File: src/rsi_defs.svh
// Notes on behaviour
// RULE1: Outside agent holds hard or soft reset input low 32 bus periods.
// RULE2: Host mode: power-on reset held 32 primary clock periods, clock stable.
// RULE3: Agent mode: power-on reset held 32 bus clock periods, clock stable.
// RULE4: Driven hard and soft resets stay asserted at least 512 bus periods.
// RULE5: Soft reset released no sooner than 16 bus periods after hard.
// RULE6: Host mode: board sets straps 4 primary periods before power-on release.
// RULE7: Agent mode: board sets straps 4 bus periods before power-on release.
// RULE8: Strap pins released as soon as hard reset is asserted.
// RULE9: Strap pins driven again no sooner than 1 bus period after hard release.
// RULE10: Sampled configuration is a 3-bit reset source and one divide bit.
// RULE11: Host mode bus period follows primary clock and the divide strap.
// RULE12: Lock wait lasts between 7680 and 122880 system bus cycles.
// RULE13: Software keeps engine core clock above each interface minimum.
// RULE14: Primary clock is the input clock in host, bus clock in agent.
// RULE15: Shorter reset pulses are ignored; qualification counts on reference clock.
`ifndef RSI_DEFS_SVH
`define RSI_DEFS_SVH

// ****************************************
// Timing figures, in bus or reference clock periods, or in ns
// ****************************************
`define RSI_CLK_NS 40
`define RSI_QUAL_LEN 6'h20
`define RSI_QUAL_W 6
`define RSI_HOLD_LEN 10'h200
`define RSI_HOLD_W 10
`define RSI_GAP_LEN 10'h010
`define RSI_STRAP_ON_LEN 10'h001
`define RSI_STRAP_OFF_NS 4
// Readback of a just-released reset pin stays low for 3 cycles (sync + clear)
`define RSI_SETTLE_LEN 10'h004
`define RSI_DLL_MIN 7680
`define RSI_DLL_MAX 122880
`define RSI_DLL_W 17

// ****************************************
// Strap field layout
// ****************************************
`define RSI_SRC_W 3
`define RSI_STRAP_W 4
`define RSI_STRAP_DIV_BIT 3

`endif

File: src/rsi_pkg.sv
`include "rsi_defs.svh"

package rsi_pkg;

  // ****************************************
  // Sequencer states
  // ****************************************
  typedef enum logic [2:0] {
    RSI_ST_POR,
    RSI_ST_DLL,
    RSI_ST_HOLD,
    RSI_ST_GAP,
    RSI_ST_SOFT,
    RSI_ST_RUN
  } rsi_state_t;

  // Sampled power-on configuration
  typedef struct packed {
    logic [`RSI_SRC_W-1:0] src;
    logic div;
  } rsi_cfg_t;

  // Qualifier state
  typedef struct packed {
    logic sync1;
    logic sync2;
    logic [`RSI_QUAL_W-1:0] cnt;
    logic held;
  } rsi_qual_t;

  // Sequencer state
  typedef struct packed {
    rsi_state_t st;
    logic [`RSI_HOLD_W-1:0] cnt;
    logic [`RSI_DLL_W-1:0] dll_cnt;
    logic [`RSI_STRAP_W-1:0] strap_s1;
    logic [`RSI_STRAP_W-1:0] strap_s2;
    logic [1:0] host_s;
    logic [1:0] lock_s;
    logic host;
    logic phase;
    logic tick;
    logic por_seen;
    logic hard_drv;
    logic soft_drv;
    logic strap_oe;
    logic [`RSI_STRAP_W-1:0] strap_val;
    rsi_cfg_t cfg;
    logic dll_err;
    logic ready;
  } rsi_seq_t;

endpackage : rsi_pkg

File: src/rsi_qual.sv
`timescale 1ns/1ps
`include "rsi_defs.svh"

module rsi_qual
  import rsi_pkg::*;
(
  // Clock and reset
  input wire logic i_clk,
  input wire logic i_sys_rst,
  // Reference tick and raw pin
  input wire logic i_tick,
  input wire logic i_pin_n,
  // Qualified assertion level
  output logic o_held
);

  rsi_qual_t s;
  rsi_qual_t next_s;

  // Two-stage sync, then count low ticks up to the minimum length
  always_comb begin
    next_s = s;
    next_s.sync1 = i_pin_n;
    next_s.sync2 = s.sync1;
    if (s.sync2) begin
      next_s.cnt = '0; // RULE15
      next_s.held = 1'b0;
    end else if (i_tick && s.cnt != `RSI_QUAL_LEN) begin
      next_s.cnt = s.cnt + 1'b1;
    end
    if (!s.sync2 && s.cnt == `RSI_QUAL_LEN) begin
      next_s.held = 1'b1; // RULE15
    end
  end

  // State register; pin idles high after reset
  always_ff @(posedge i_clk) begin
    if (i_sys_rst) begin
      s <= '{sync1: 1'b1, sync2: 1'b1, cnt: '0, held: 1'b0};
    end else begin
      s <= next_s;
    end
  end

  assign o_held = s.held;
endmodule : rsi_qual

File: src/rsi_init_seq.sv
`timescale 1ns/1ps
`include "rsi_defs.svh"

module rsi_init_seq
  import rsi_pkg::*;
#(
  parameter int DLL_MIN_CYC = `RSI_DLL_MIN,
  parameter int DLL_MAX_CYC = `RSI_DLL_MAX
) (
  // Clock and reset
  input wire logic i_clk,
  input wire logic i_sys_rst,
  // Reset pins from outside, active low
  input wire logic i_power_on_reset_n,
  input wire logic i_hard_reset_n,
  input wire logic i_soft_reset_n,
  // Mode strap and lock status
  input wire logic i_host_mode,
  input wire logic i_dll_lock,
  // Shared strap pins
  input wire logic [`RSI_STRAP_W-1:0] i_strap,
  input wire logic [`RSI_STRAP_W-1:0] i_strap_drive,
  output logic [`RSI_STRAP_W-1:0] o_strap,
  output logic o_strap_oe,
  // Open-drain reset outputs
  output logic o_hard_reset_n,
  output logic o_hard_reset_n_oe,
  output logic o_soft_reset_n,
  output logic o_soft_reset_n_oe,
  // Sampled configuration and status
  output logic [`RSI_SRC_W-1:0] o_cfg_reset_source,
  output logic o_input_clock_divide_strap,
  output logic o_bus_tick,
  output logic o_dll_err,
  output logic o_ready
);

  // ****************************************
  // State and qualifiers
  // ****************************************
  localparam logic [`RSI_DLL_W-1:0] DLL_MIN = `RSI_DLL_W'(DLL_MIN_CYC);
  localparam logic [`RSI_DLL_W-1:0] DLL_MAX = `RSI_DLL_W'(DLL_MAX_CYC);

  rsi_seq_t s;
  rsi_seq_t next_s;
  logic por_held;
  logic hard_held;
  logic soft_held;
  logic por_low;

  // Power-on counts every cycle: input clock in host, bus clock in agent
  rsi_qual u_por_qual (
    .i_clk(i_clk),
    .i_sys_rst(i_sys_rst),
    .i_tick(1'b1), // RULE2 RULE3
    .i_pin_n(i_power_on_reset_n),
    .o_held(por_held)
  );

  // Hard and soft inputs count bus periods
  rsi_qual u_hard_qual (
    .i_clk(i_clk),
    .i_sys_rst(i_sys_rst),
    .i_tick(s.tick), // RULE1
    .i_pin_n(i_hard_reset_n),
    .o_held(hard_held)
  );

  rsi_qual u_soft_qual (
    .i_clk(i_clk),
    .i_sys_rst(i_sys_rst),
    .i_tick(s.tick), // RULE1
    .i_pin_n(i_soft_reset_n),
    .o_held(soft_held)
  );

  // Power-on still low after qualification: the held flag drops on release
  assign por_low = por_held;

  // ****************************************
  // Next-state logic
  // ****************************************
  always_comb begin
    next_s = s;
    next_s.strap_s1 = i_strap;
    next_s.strap_s2 = s.strap_s1;
    next_s.host_s = {s.host_s[0], i_host_mode};
    next_s.lock_s = {s.lock_s[0], i_dll_lock};
    next_s.strap_val = i_strap_drive;
    // Bus tick: every cycle in agent, halved in host when divide set
    next_s.phase = ~s.phase;
    next_s.tick = !s.host || !s.cfg.div || !s.phase; // RULE11 RULE14
    if (s.tick && s.cnt != {`RSI_HOLD_W{1'b1}}) begin
      next_s.cnt = s.cnt + 1'b1;
    end
    case (s.st)
      RSI_ST_POR: begin
        // Straps and mode follow the pins while power-on is low
        next_s.hard_drv = 1'b1;
        next_s.soft_drv = 1'b1;
        next_s.strap_oe = 1'b0;
        next_s.ready = 1'b0;
        if (por_low) begin
          next_s.por_seen = 1'b1;
          next_s.cfg.src = s.strap_s2[`RSI_SRC_W-1:0]; // RULE10
          next_s.cfg.div = s.strap_s2[`RSI_STRAP_DIV_BIT]; // RULE10
          next_s.host = s.host_s[1];
        end else if (s.por_seen) begin
          next_s.st = RSI_ST_DLL;
          next_s.dll_cnt = '0;
          next_s.dll_err = 1'b0;
        end
      end
      RSI_ST_DLL: begin
        // Lock wait bounded on both sides
        next_s.dll_cnt = s.dll_cnt + 1'b1;
        if ((s.lock_s[1] && s.dll_cnt >= DLL_MIN) ||
            s.dll_cnt >= DLL_MAX) begin // RULE12
          next_s.dll_err = !s.lock_s[1];
          next_s.st = RSI_ST_HOLD;
          next_s.cnt = '0;
        end
      end
      RSI_ST_HOLD: begin
        if (s.cnt >= `RSI_HOLD_LEN) begin // RULE4
          next_s.hard_drv = 1'b0;
          next_s.st = RSI_ST_GAP;
          next_s.cnt = '0;
        end
      end
      RSI_ST_GAP: begin
        if (s.cnt >= `RSI_STRAP_ON_LEN) begin
          next_s.strap_oe = 1'b1; // RULE9
        end
        if (s.cnt >= `RSI_GAP_LEN) begin // RULE5
          next_s.soft_drv = 1'b0;
          next_s.ready = 1'b1;
          next_s.st = RSI_ST_RUN;
          next_s.cnt = '0;
        end
      end
      RSI_ST_SOFT: begin
        if (s.cnt >= `RSI_HOLD_LEN) begin // RULE4
          next_s.soft_drv = 1'b0;
          next_s.ready = 1'b1;
          next_s.st = RSI_ST_RUN;
          next_s.cnt = '0;
        end
      end
      RSI_ST_RUN: begin
        // Own driven pins read back low, so inputs are only watched here;
        // a stale held flag from our own drive must not restart the flow
        if (s.cnt >= `RSI_SETTLE_LEN && hard_held) begin
          next_s.hard_drv = 1'b1;
          next_s.soft_drv = 1'b1;
          next_s.strap_oe = 1'b0; // RULE8
          next_s.ready = 1'b0;
          next_s.st = RSI_ST_HOLD;
          next_s.cnt = '0;
        end else if (s.cnt >= `RSI_SETTLE_LEN && soft_held) begin
          next_s.soft_drv = 1'b1;
          next_s.ready = 1'b0;
          next_s.st = RSI_ST_SOFT;
          next_s.cnt = '0;
        end
      end
      default: begin
        next_s.st = RSI_ST_POR;
      end
    endcase
    // Power-on overrides everything; straps released with hard reset
    if (por_low && s.st != RSI_ST_POR) begin
      next_s.st = RSI_ST_POR;
      next_s.por_seen = 1'b1;
      next_s.hard_drv = 1'b1;
      next_s.soft_drv = 1'b1;
      next_s.strap_oe = 1'b0; // RULE8
      next_s.ready = 1'b0;
    end
  end

  // ****************************************
  // State register
  // ****************************************
  always_ff @(posedge i_clk) begin
    if (i_sys_rst) begin
      s <= '0;
      s.st <= RSI_ST_POR;
      s.hard_drv <= 1'b1;
      s.soft_drv <= 1'b1;
      s.strap_s1 <= '0;
      s.host_s <= 2'h0;
    end else begin
      s <= next_s;
    end
  end

  // Outputs straight from state; open-drain pins only pull low
  assign o_hard_reset_n = 1'b0;
  assign o_soft_reset_n = 1'b0;
  assign o_hard_reset_n_oe = s.hard_drv;
  assign o_soft_reset_n_oe = s.soft_drv;
  assign o_strap = s.strap_val;
  assign o_strap_oe = s.strap_oe;
  assign o_cfg_reset_source = s.cfg.src;
  assign o_input_clock_divide_strap = s.cfg.div;
  assign o_bus_tick = s.tick;
  assign o_dll_err = s.dll_err;
  assign o_ready = s.ready;

  // ****************************************
  // Checks
  // ****************************************
  logic [`RSI_HOLD_W-1:0] hold_ticks;
  logic [`RSI_HOLD_W-1:0] rel_ticks;

  // Helper counts of bus ticks while driven and since hard release
  always_ff @(posedge i_clk) begin
    if (i_sys_rst || !s.soft_drv) begin
      hold_ticks <= '0;
    end else if (s.tick && hold_ticks != {`RSI_HOLD_W{1'b1}}) begin
      hold_ticks <= hold_ticks + 1'b1;
    end
    if (i_sys_rst || s.hard_drv) begin
      rel_ticks <= '0;
    end else if (s.tick && rel_ticks != {`RSI_HOLD_W{1'b1}}) begin
      rel_ticks <= rel_ticks + 1'b1;
    end
  end
endmodule : rsi_init_seq

File: config.mk
export PLATFORM = sky130hd
export DESIGN_NAME = rsi_init_seq
export DESIGN_NICKNAME = d
export VERILOG_FILES = /design/src/rsi_pkg.sv /design/src/rsi_qual.sv /design/src/rsi_init_seq.sv
export VERILOG_INCLUDE_DIRS = /design/src
export SDC_FILE = /design/constraint.sdc
export NUM_CORES = 1
export LEC_CHECK = 0
export ABC_AREA = 1
export BUFFER_PORTS_ARGS = -buffer_cell sky130_fd_sc_hd__buf_2
export CORE_MARGIN = 1
export CORE_UTILIZATION = 60
export DETAILED_ROUTE_END_ITERATION = 8
export HOLD_SLACK_MARGIN = 0.15
export PLACE_DENSITY_LB_ADDON = 0.3
export SYNTH_ARGS = -nofsm -noshare
export SYNTH_HDL_FRONTEND = slang
export SYNTH_SLANG_ARGS = --single-unit
File: constraint.sdc
create_clock -name i_clk -period 2.6 [get_ports i_clk]
set_clock_uncertainty 0.15 [all_clocks]
set_input_delay 0.26 -clock i_clk [delete_from_list [all_inputs] [get_ports i_clk]]
set_output_delay 0.26 -clock i_clk [all_outputs]
set_load 0.01 [all_outputs]
==> flow_metrics.py, run 1 <==
metrics = {
    "clocking": {
        "numCtsBuffers": 9,
        "path_clk_slew_ns": 0.08,
        "cts_num_sinks": 86,
        "clk_latency_ns": 0.35,
        "cts_max_level": 3,
        "cts_tree": "done",
        "clockBufferDepth": 2,
        "cts-root-buf": "clkbuf_8",
        "post_cts_buffers": 0,
        "cts_hold_buf": 13,
        "post_cts_resized": 0,
    },
    "hold_path": {
        "hold_class": "reg2reg",
    },
    "worst_setup_path": {
        "path_max_fanout": 5,
        "required_ns": 2.70,
        "endpoint_kind": "register",
        "criticalPathCategory": "reg2reg",
        "cp.arrival_ns": 1.83,
        "cp-start-kind": "register",
        "reg2reg_slack_ns": 0.87,
    },
    "timing": {
        "min_period_ns": 1.73,
        "finalMaxSlewViolations": 0,
        "fmaxAchievable_ghz": 0.577,
        "timing.final.ws_setup_ns": 0.868,
        "fin_crit_sh_pct": 66.6,
        "rsz0062_at_grt": "no",
        "relSlewSlack_pct": 52.3,
        "finalSetupTns_ns": 0,
        "hold_viol_final": 0,
        "setup_viol_count_final": 0,
        "tightest_slew_ns": 0.716,
    },
    "place": {
        "portBuffers": 28,
        "hpwl_mm": 5.29,
        "place_worst_setup_slack_ns": 0.871,
        "gp_congestion": 0.888,
        "place_area_um2": 4140,
    },
    "power": {
        "power_frac_clock_pct": 37.5,
        "p_sw_share_pct": 24.6,
        "powerDensity_nw_per_um2": 573,
        "power.leakage_nw": 1.85,
        "p_switching_w": 0.000632,
        "internal_power_w": 0.00193,
        "max-vdd-ir-drop_mv": 0.417,
        "p_comb_share_pct": 9.0,
        "seqPwrFrac_pct": 53.5,
    },
    "yosys": {
        "yosys.area.top_type": "dfxtp_1",
        "synth-seq-area-share_pct": 42.9,
        "synth_area_um2": 4010,
        "synth-edff-count": 0,
        "syn_inst": 547,
        "async_flop_share_pct": 0,
        "synth_warnings": 0,
        "yosysTopAreaCellShare_pct": 42.9,
        "synth_top_flop_cell": "dfxtp_1",
        "synth-seq-cells": 86,
        "avgSynthCellArea_um2": 7.33,
        "synth.distinct_cells": 37,
        "post_synth_main_area_contributors": "dfxtp_1 43%, nand2_1 9.0%, inv_1 7.6%",
    },
    "outcome": {
        "status": "finished clean",
    },
    "cells_and_area": {
        "design_area_um2": 4480,
        "layout.nets": 610,
        "antenna_cells": 0,
        "drive_above_1_share_pct": 13.3,
        "area_growth_pct": 11.6,
        "layout_commonest_cell": "nand2_1",
        "final_cell_mix": "96 x nand2_1, 86 x dfxtp_1, 81 x inv_1, 67 x nor2_1, 43 x nand3_1",
        "fill_cells": 512,
    },
    "global_route": {
        "antenna_found_initial": 0,
        "track_usage_pct": 23.2,
        "grt_max_degree": 45,
        "grt_pass1_vias": 3219,
        "grt_overflow": 0,
        "grt_pass1_wl_mm": 13.4,
    },
    "routing": {
        "drcViolationCount": 0,
        "num_vias": 3343,
        "avgViaCountPerCell": 5.03,
        "postRouteAntennaNets": 0,
        "routedWlPerCell_um": 11.2,
        "firstDrtPassIters": 5,
        "drt-total-wl_mm": 7.44,
        "drt_first_iter_violations": 126,
    },
    "floorplanning": {
        "die_h_um": 83.8,
        "rows": 29,
        "die_area_um2": 7020,
        "initial_core_util_pct": 62.8,
        "io_pins": 31,
        "die_width_um": 83.8,
        "core_um2": 6390,
    },
    "job": {
        "drv_cap": 0,
    },
}
==> worst paths after layout <==
kind / startpoint / depth (start not counted) / endpoint
min reg2reg: next_s[18] / 2 / s[18]
max reg2reg: s[30] / 8 / s[39]
max: s[30] / 8 / s[39]
min: next_s[18] / 2 / s[18]
==> critical path, cell delays in order, from the launching register on <==
cell	delay, ns
dfxtp_1	0.39
ha_1	0.19
nand2_1	0.08
nor2_1	0.16
inv_1	0.08
nor3_2	0.23
nand3_2	0.14
o21ai_1	0.14
nor2_1	0.06
==> per-stage QoR <==
stage	utilization [%]	std cells	power, W	hold slack, ns
finish	70.1	665	0.00256	0.253
detailed placement	64.8	636	0.00162	0.243
global route	70.1	665	0.00267	0.268
floorplan	-	548	0.00158	0.214
global placement	64.8	636	0.00161	0.241
CTS	70.1	665	0.00258	0.251
==> power groups by stage <==
stage	logic (W)	registers (W)	clock network [W]
final	0.000231	0.00137	0.000962
after global routing	0.000263	0.00138	0.00103
after CTS	0.000230	0.00137	0.000982
after detailed placement	0.000213	0.00140	0
after global placement	0.000209	0.00140	0
after floorplan	0.000182	0.00139	0
==> sequential cells by signal (all words and copies together) (netlist names), 3 cells and up <==
name	cells
o_cfg_reset_source	3
next_s	6
o_strap	4
u_soft_qual.s	7
u_hard_qual.s	7
s	39
u_por_qual.s	7
==> per-layer routing <==
metal | track usage (%) | share of wire [%] | vias to the layer above
li1 | - | - | 1794
met1 | 28.3 | 47 | 1493
met4 | 9.71 | 1.3 | 0
met3 | 3.46 | 2.5 | 9
met5 | 0 | 0 | -
met2 | 40.5 | 49 | 47
==> area by class of cell <==
class	count	area, um2	share of cell area (%)
inverter	90	345	7.71
multi-input combinational	355	1830	41.0
clock inverter	4	55.1	1.23
sequential	86	1720	38.4
tap	77	96.3	2.15
timing repair buffer	41	270	6.04
clock buffer	12	155	3.46
==> cells in the mapped netlist, drive strengths merged, types with 7 or more instances <==
master and count:
nor3 17, buf 12, nand4 12, or2 7, a21oi 36, nand3 47
xor2 10, o21ai 25, nand2 103, dfxtp 86, ha 12, inv 90
nor2 71
==> kinds of logic after synthesis <==
family	synth area share, %
fa+ha+maj	3.74
compound gates	9.11
flops	42.9
other cells	0.0935
xor+xnor	2.40
buf+inv	11.4
simple gates	30.3
Note: power is estimated with default switching activity, not from simulation.
==> run 2, diff against run 1 <==
Clock period 2.6 ns to 1.8 ns, I/O delays scaled along.
==> flow_metrics.py, run 2 (synthesis results as in run 1) <==
metrics = {
    "floorplanning": {
        "initial_core_util_pct": 62.8,
        "io_pins": 31,
        "die_h_um": 83.8,
        "die_width_um": 83.8,
        "rows": 29,
        "die_area_um2": 7020,
        "core_um2": 6390,
    },
    "global_route": {
        "grt_overflow": 0,
        "grt_pass1_wl_mm": 13.7,
        "grt_pass1_vias": 3310,
        "track_usage_pct": 24.0,
        "antenna_found_initial": 0,
        "grt_max_degree": 20,
    },
    "worst_setup_path": {
        "reg2reg_slack_ns": 0.11,
        "crit_start": "i_sys_rst",
        "endpoint_kind": "register",
        "r2r-end": "s[31]",
        "r2r_start": "s[58]",
        "ff2ff_path_depth": 8,
        "cp-start-kind": "input port",
        "criticalPathCategory": "in2reg",
        "required_ns": 1.90,
        "cp.arrival_ns": 1.83,
        "path_max_fanout": 19,
    },
    "place": {
        "hpwl_mm": 5.46,
        "gp_congestion": 0.940,
        "portBuffers": 28,
        "place_inst": 641,
        "place_worst_setup_slack_ns": 0.0925,
    },
    "clocking": {
        "clk_latency_ns": 0.36,
        "path_clk_slew_ns": 0.09,
        "clockBufferDepth": 2,
        "cts_tree": "done",
        "cts_max_level": 3,
        "post_cts_buffers": 0,
        "numCtsBuffers": 9,
        "cts-root-buf": "clkbuf_8",
        "cts_num_sinks": 86,
    },
    "cells_and_area": {
        "final_cell_mix": "95 x nand2_1, 83 x dfxtp_1, 81 x inv_1, 65 x nor2_1, 43 x nand3_1",
        "fill_cells": 511,
        "finalNonFillerCells": 673,
        "area_growth_pct": 14.7,
        "multi_input_area_um2": 1880,
        "layout.area.seq_um2": 1730,
        "layout.nets": 618,
        "antenna_cells": 0,
        "largest_register": "s",
        "drive_above_1_share_pct": 15.8,
        "largest_reg_flops": 39,
        "layout_commonest_cell": "nand2_1",
    },
    "timing": {
        "timing.final.ws_setup_ns": 0.0685,
        "hold_viol_final": 0,
        "fmaxAchievable_ghz": 0.578,
        "fin_crit_sh_pct": 96.2,
        "rsz0062_at_grt": "yes",
        "finalMaxSlewViolations": 0,
        "setup_viol_count_final": 0,
        "min_period_ns": 1.73,
    },
    "hold_path": {
        "holdCritStartpoint": "next_s[23]",
        "hold_end": "s[23]",
        "hold_class": "reg2reg",
        "min_path_cells": 2,
    },
    "routing": {
        "firstDrtPassIters": 4,
        "postRouteAntennaNets": 0,
        "drt_first_iter_violations": 159,
        "avgViaCountPerCell": 5.16,
        "drcViolationCount": 0,
        "drt-total-wl_mm": 8.01,
        "routedWlPerCell_um": 11.9,
        "num_vias": 3470,
    },
    "power": {
        "powerDensity_nw_per_um2": 818,
        "max-vdd-ir-drop_mv": 0.709,
        "power.leakage_nw": 1.92,
    },
    "job": {
        "drv_cap": 0,
    },
    "outcome": {
        "status": "finished clean",
    },
}
## run 2: cell count changes in the layout (fill, tap and decap cells not counted), sizes merged
| cell | delta |
|---|---|
| inv | +2 |
| clkinvlp | -1 |
| clkinv | +1 |
| buf | +5 |
| dlygate4sd3 | +3 |
| clkbuf | -2 |
## run 2: power breakdown
group / switching (W) / internal, W / total [W]
clock network: 0.000726 / 0.000700 / 0.00143
registers: 0.0000341 / 0.00195 / 0.00198
logic: 0.000219 / 0.000133 / 0.000352
## run 2: through the flow
step	instance area, um2	power [W]	hold WS [ns]	utilization [%]	TNS, ns
final	4600	0.00376	0.258	72.0	0
after global routing	4600	0.00392	0.273	72.0	-0.0534
after CTS	4550	0.00378	0.259	71.3	0
after detailed placement	4180	0.00234	0.217	65.4	0
after global placement	4180	0.00233	0.212	65.4	0
after floorplan	4020	0.00228	0.134	-	0
## run 2: worst max-delay path by stage
stage / end / cells after the start
3_3_place_gp: s[39] / 9
2_1_floorplan: s[39] / 8
5_1_grt: s[45] / 9
4_1_cts: s[39] / 9
6_report: u_soft_qual.next_s[7] / 4
3_5_place_dp: s[39] / 9
## run 2: final cells by class
type	count	area share (%)
clock buffers	10	2.99
clock inverters	6	1.69
inverters	90	7.51
multi-input cells	355	40.9
flip-flops and latches	86	37.5
well taps	77	2.09
repair buffers	49	7.34
## run 2: timing repair
item	CTS	global route
endpoints found under the setup margin	0	17
hold endpoints to repair	20	0
gates resized for setup	0	14
hold buffers	16	0
## run 2: critical path: stages
cell and delay [ns]:
dlygate4sd3_1 0.53, buf_2 0.23, or2_2 0.33, dlygate4sd3_1 0.56
## run 2: routing by layer
layer	vias to the layer above	GRT usage, %	wire (um)
li1	1806	-	-
met1	1575	27.8	3600
met2	75	42.3	3960
met3	14	7.42	325
met4	0	6.93	116
met5	-	0	0
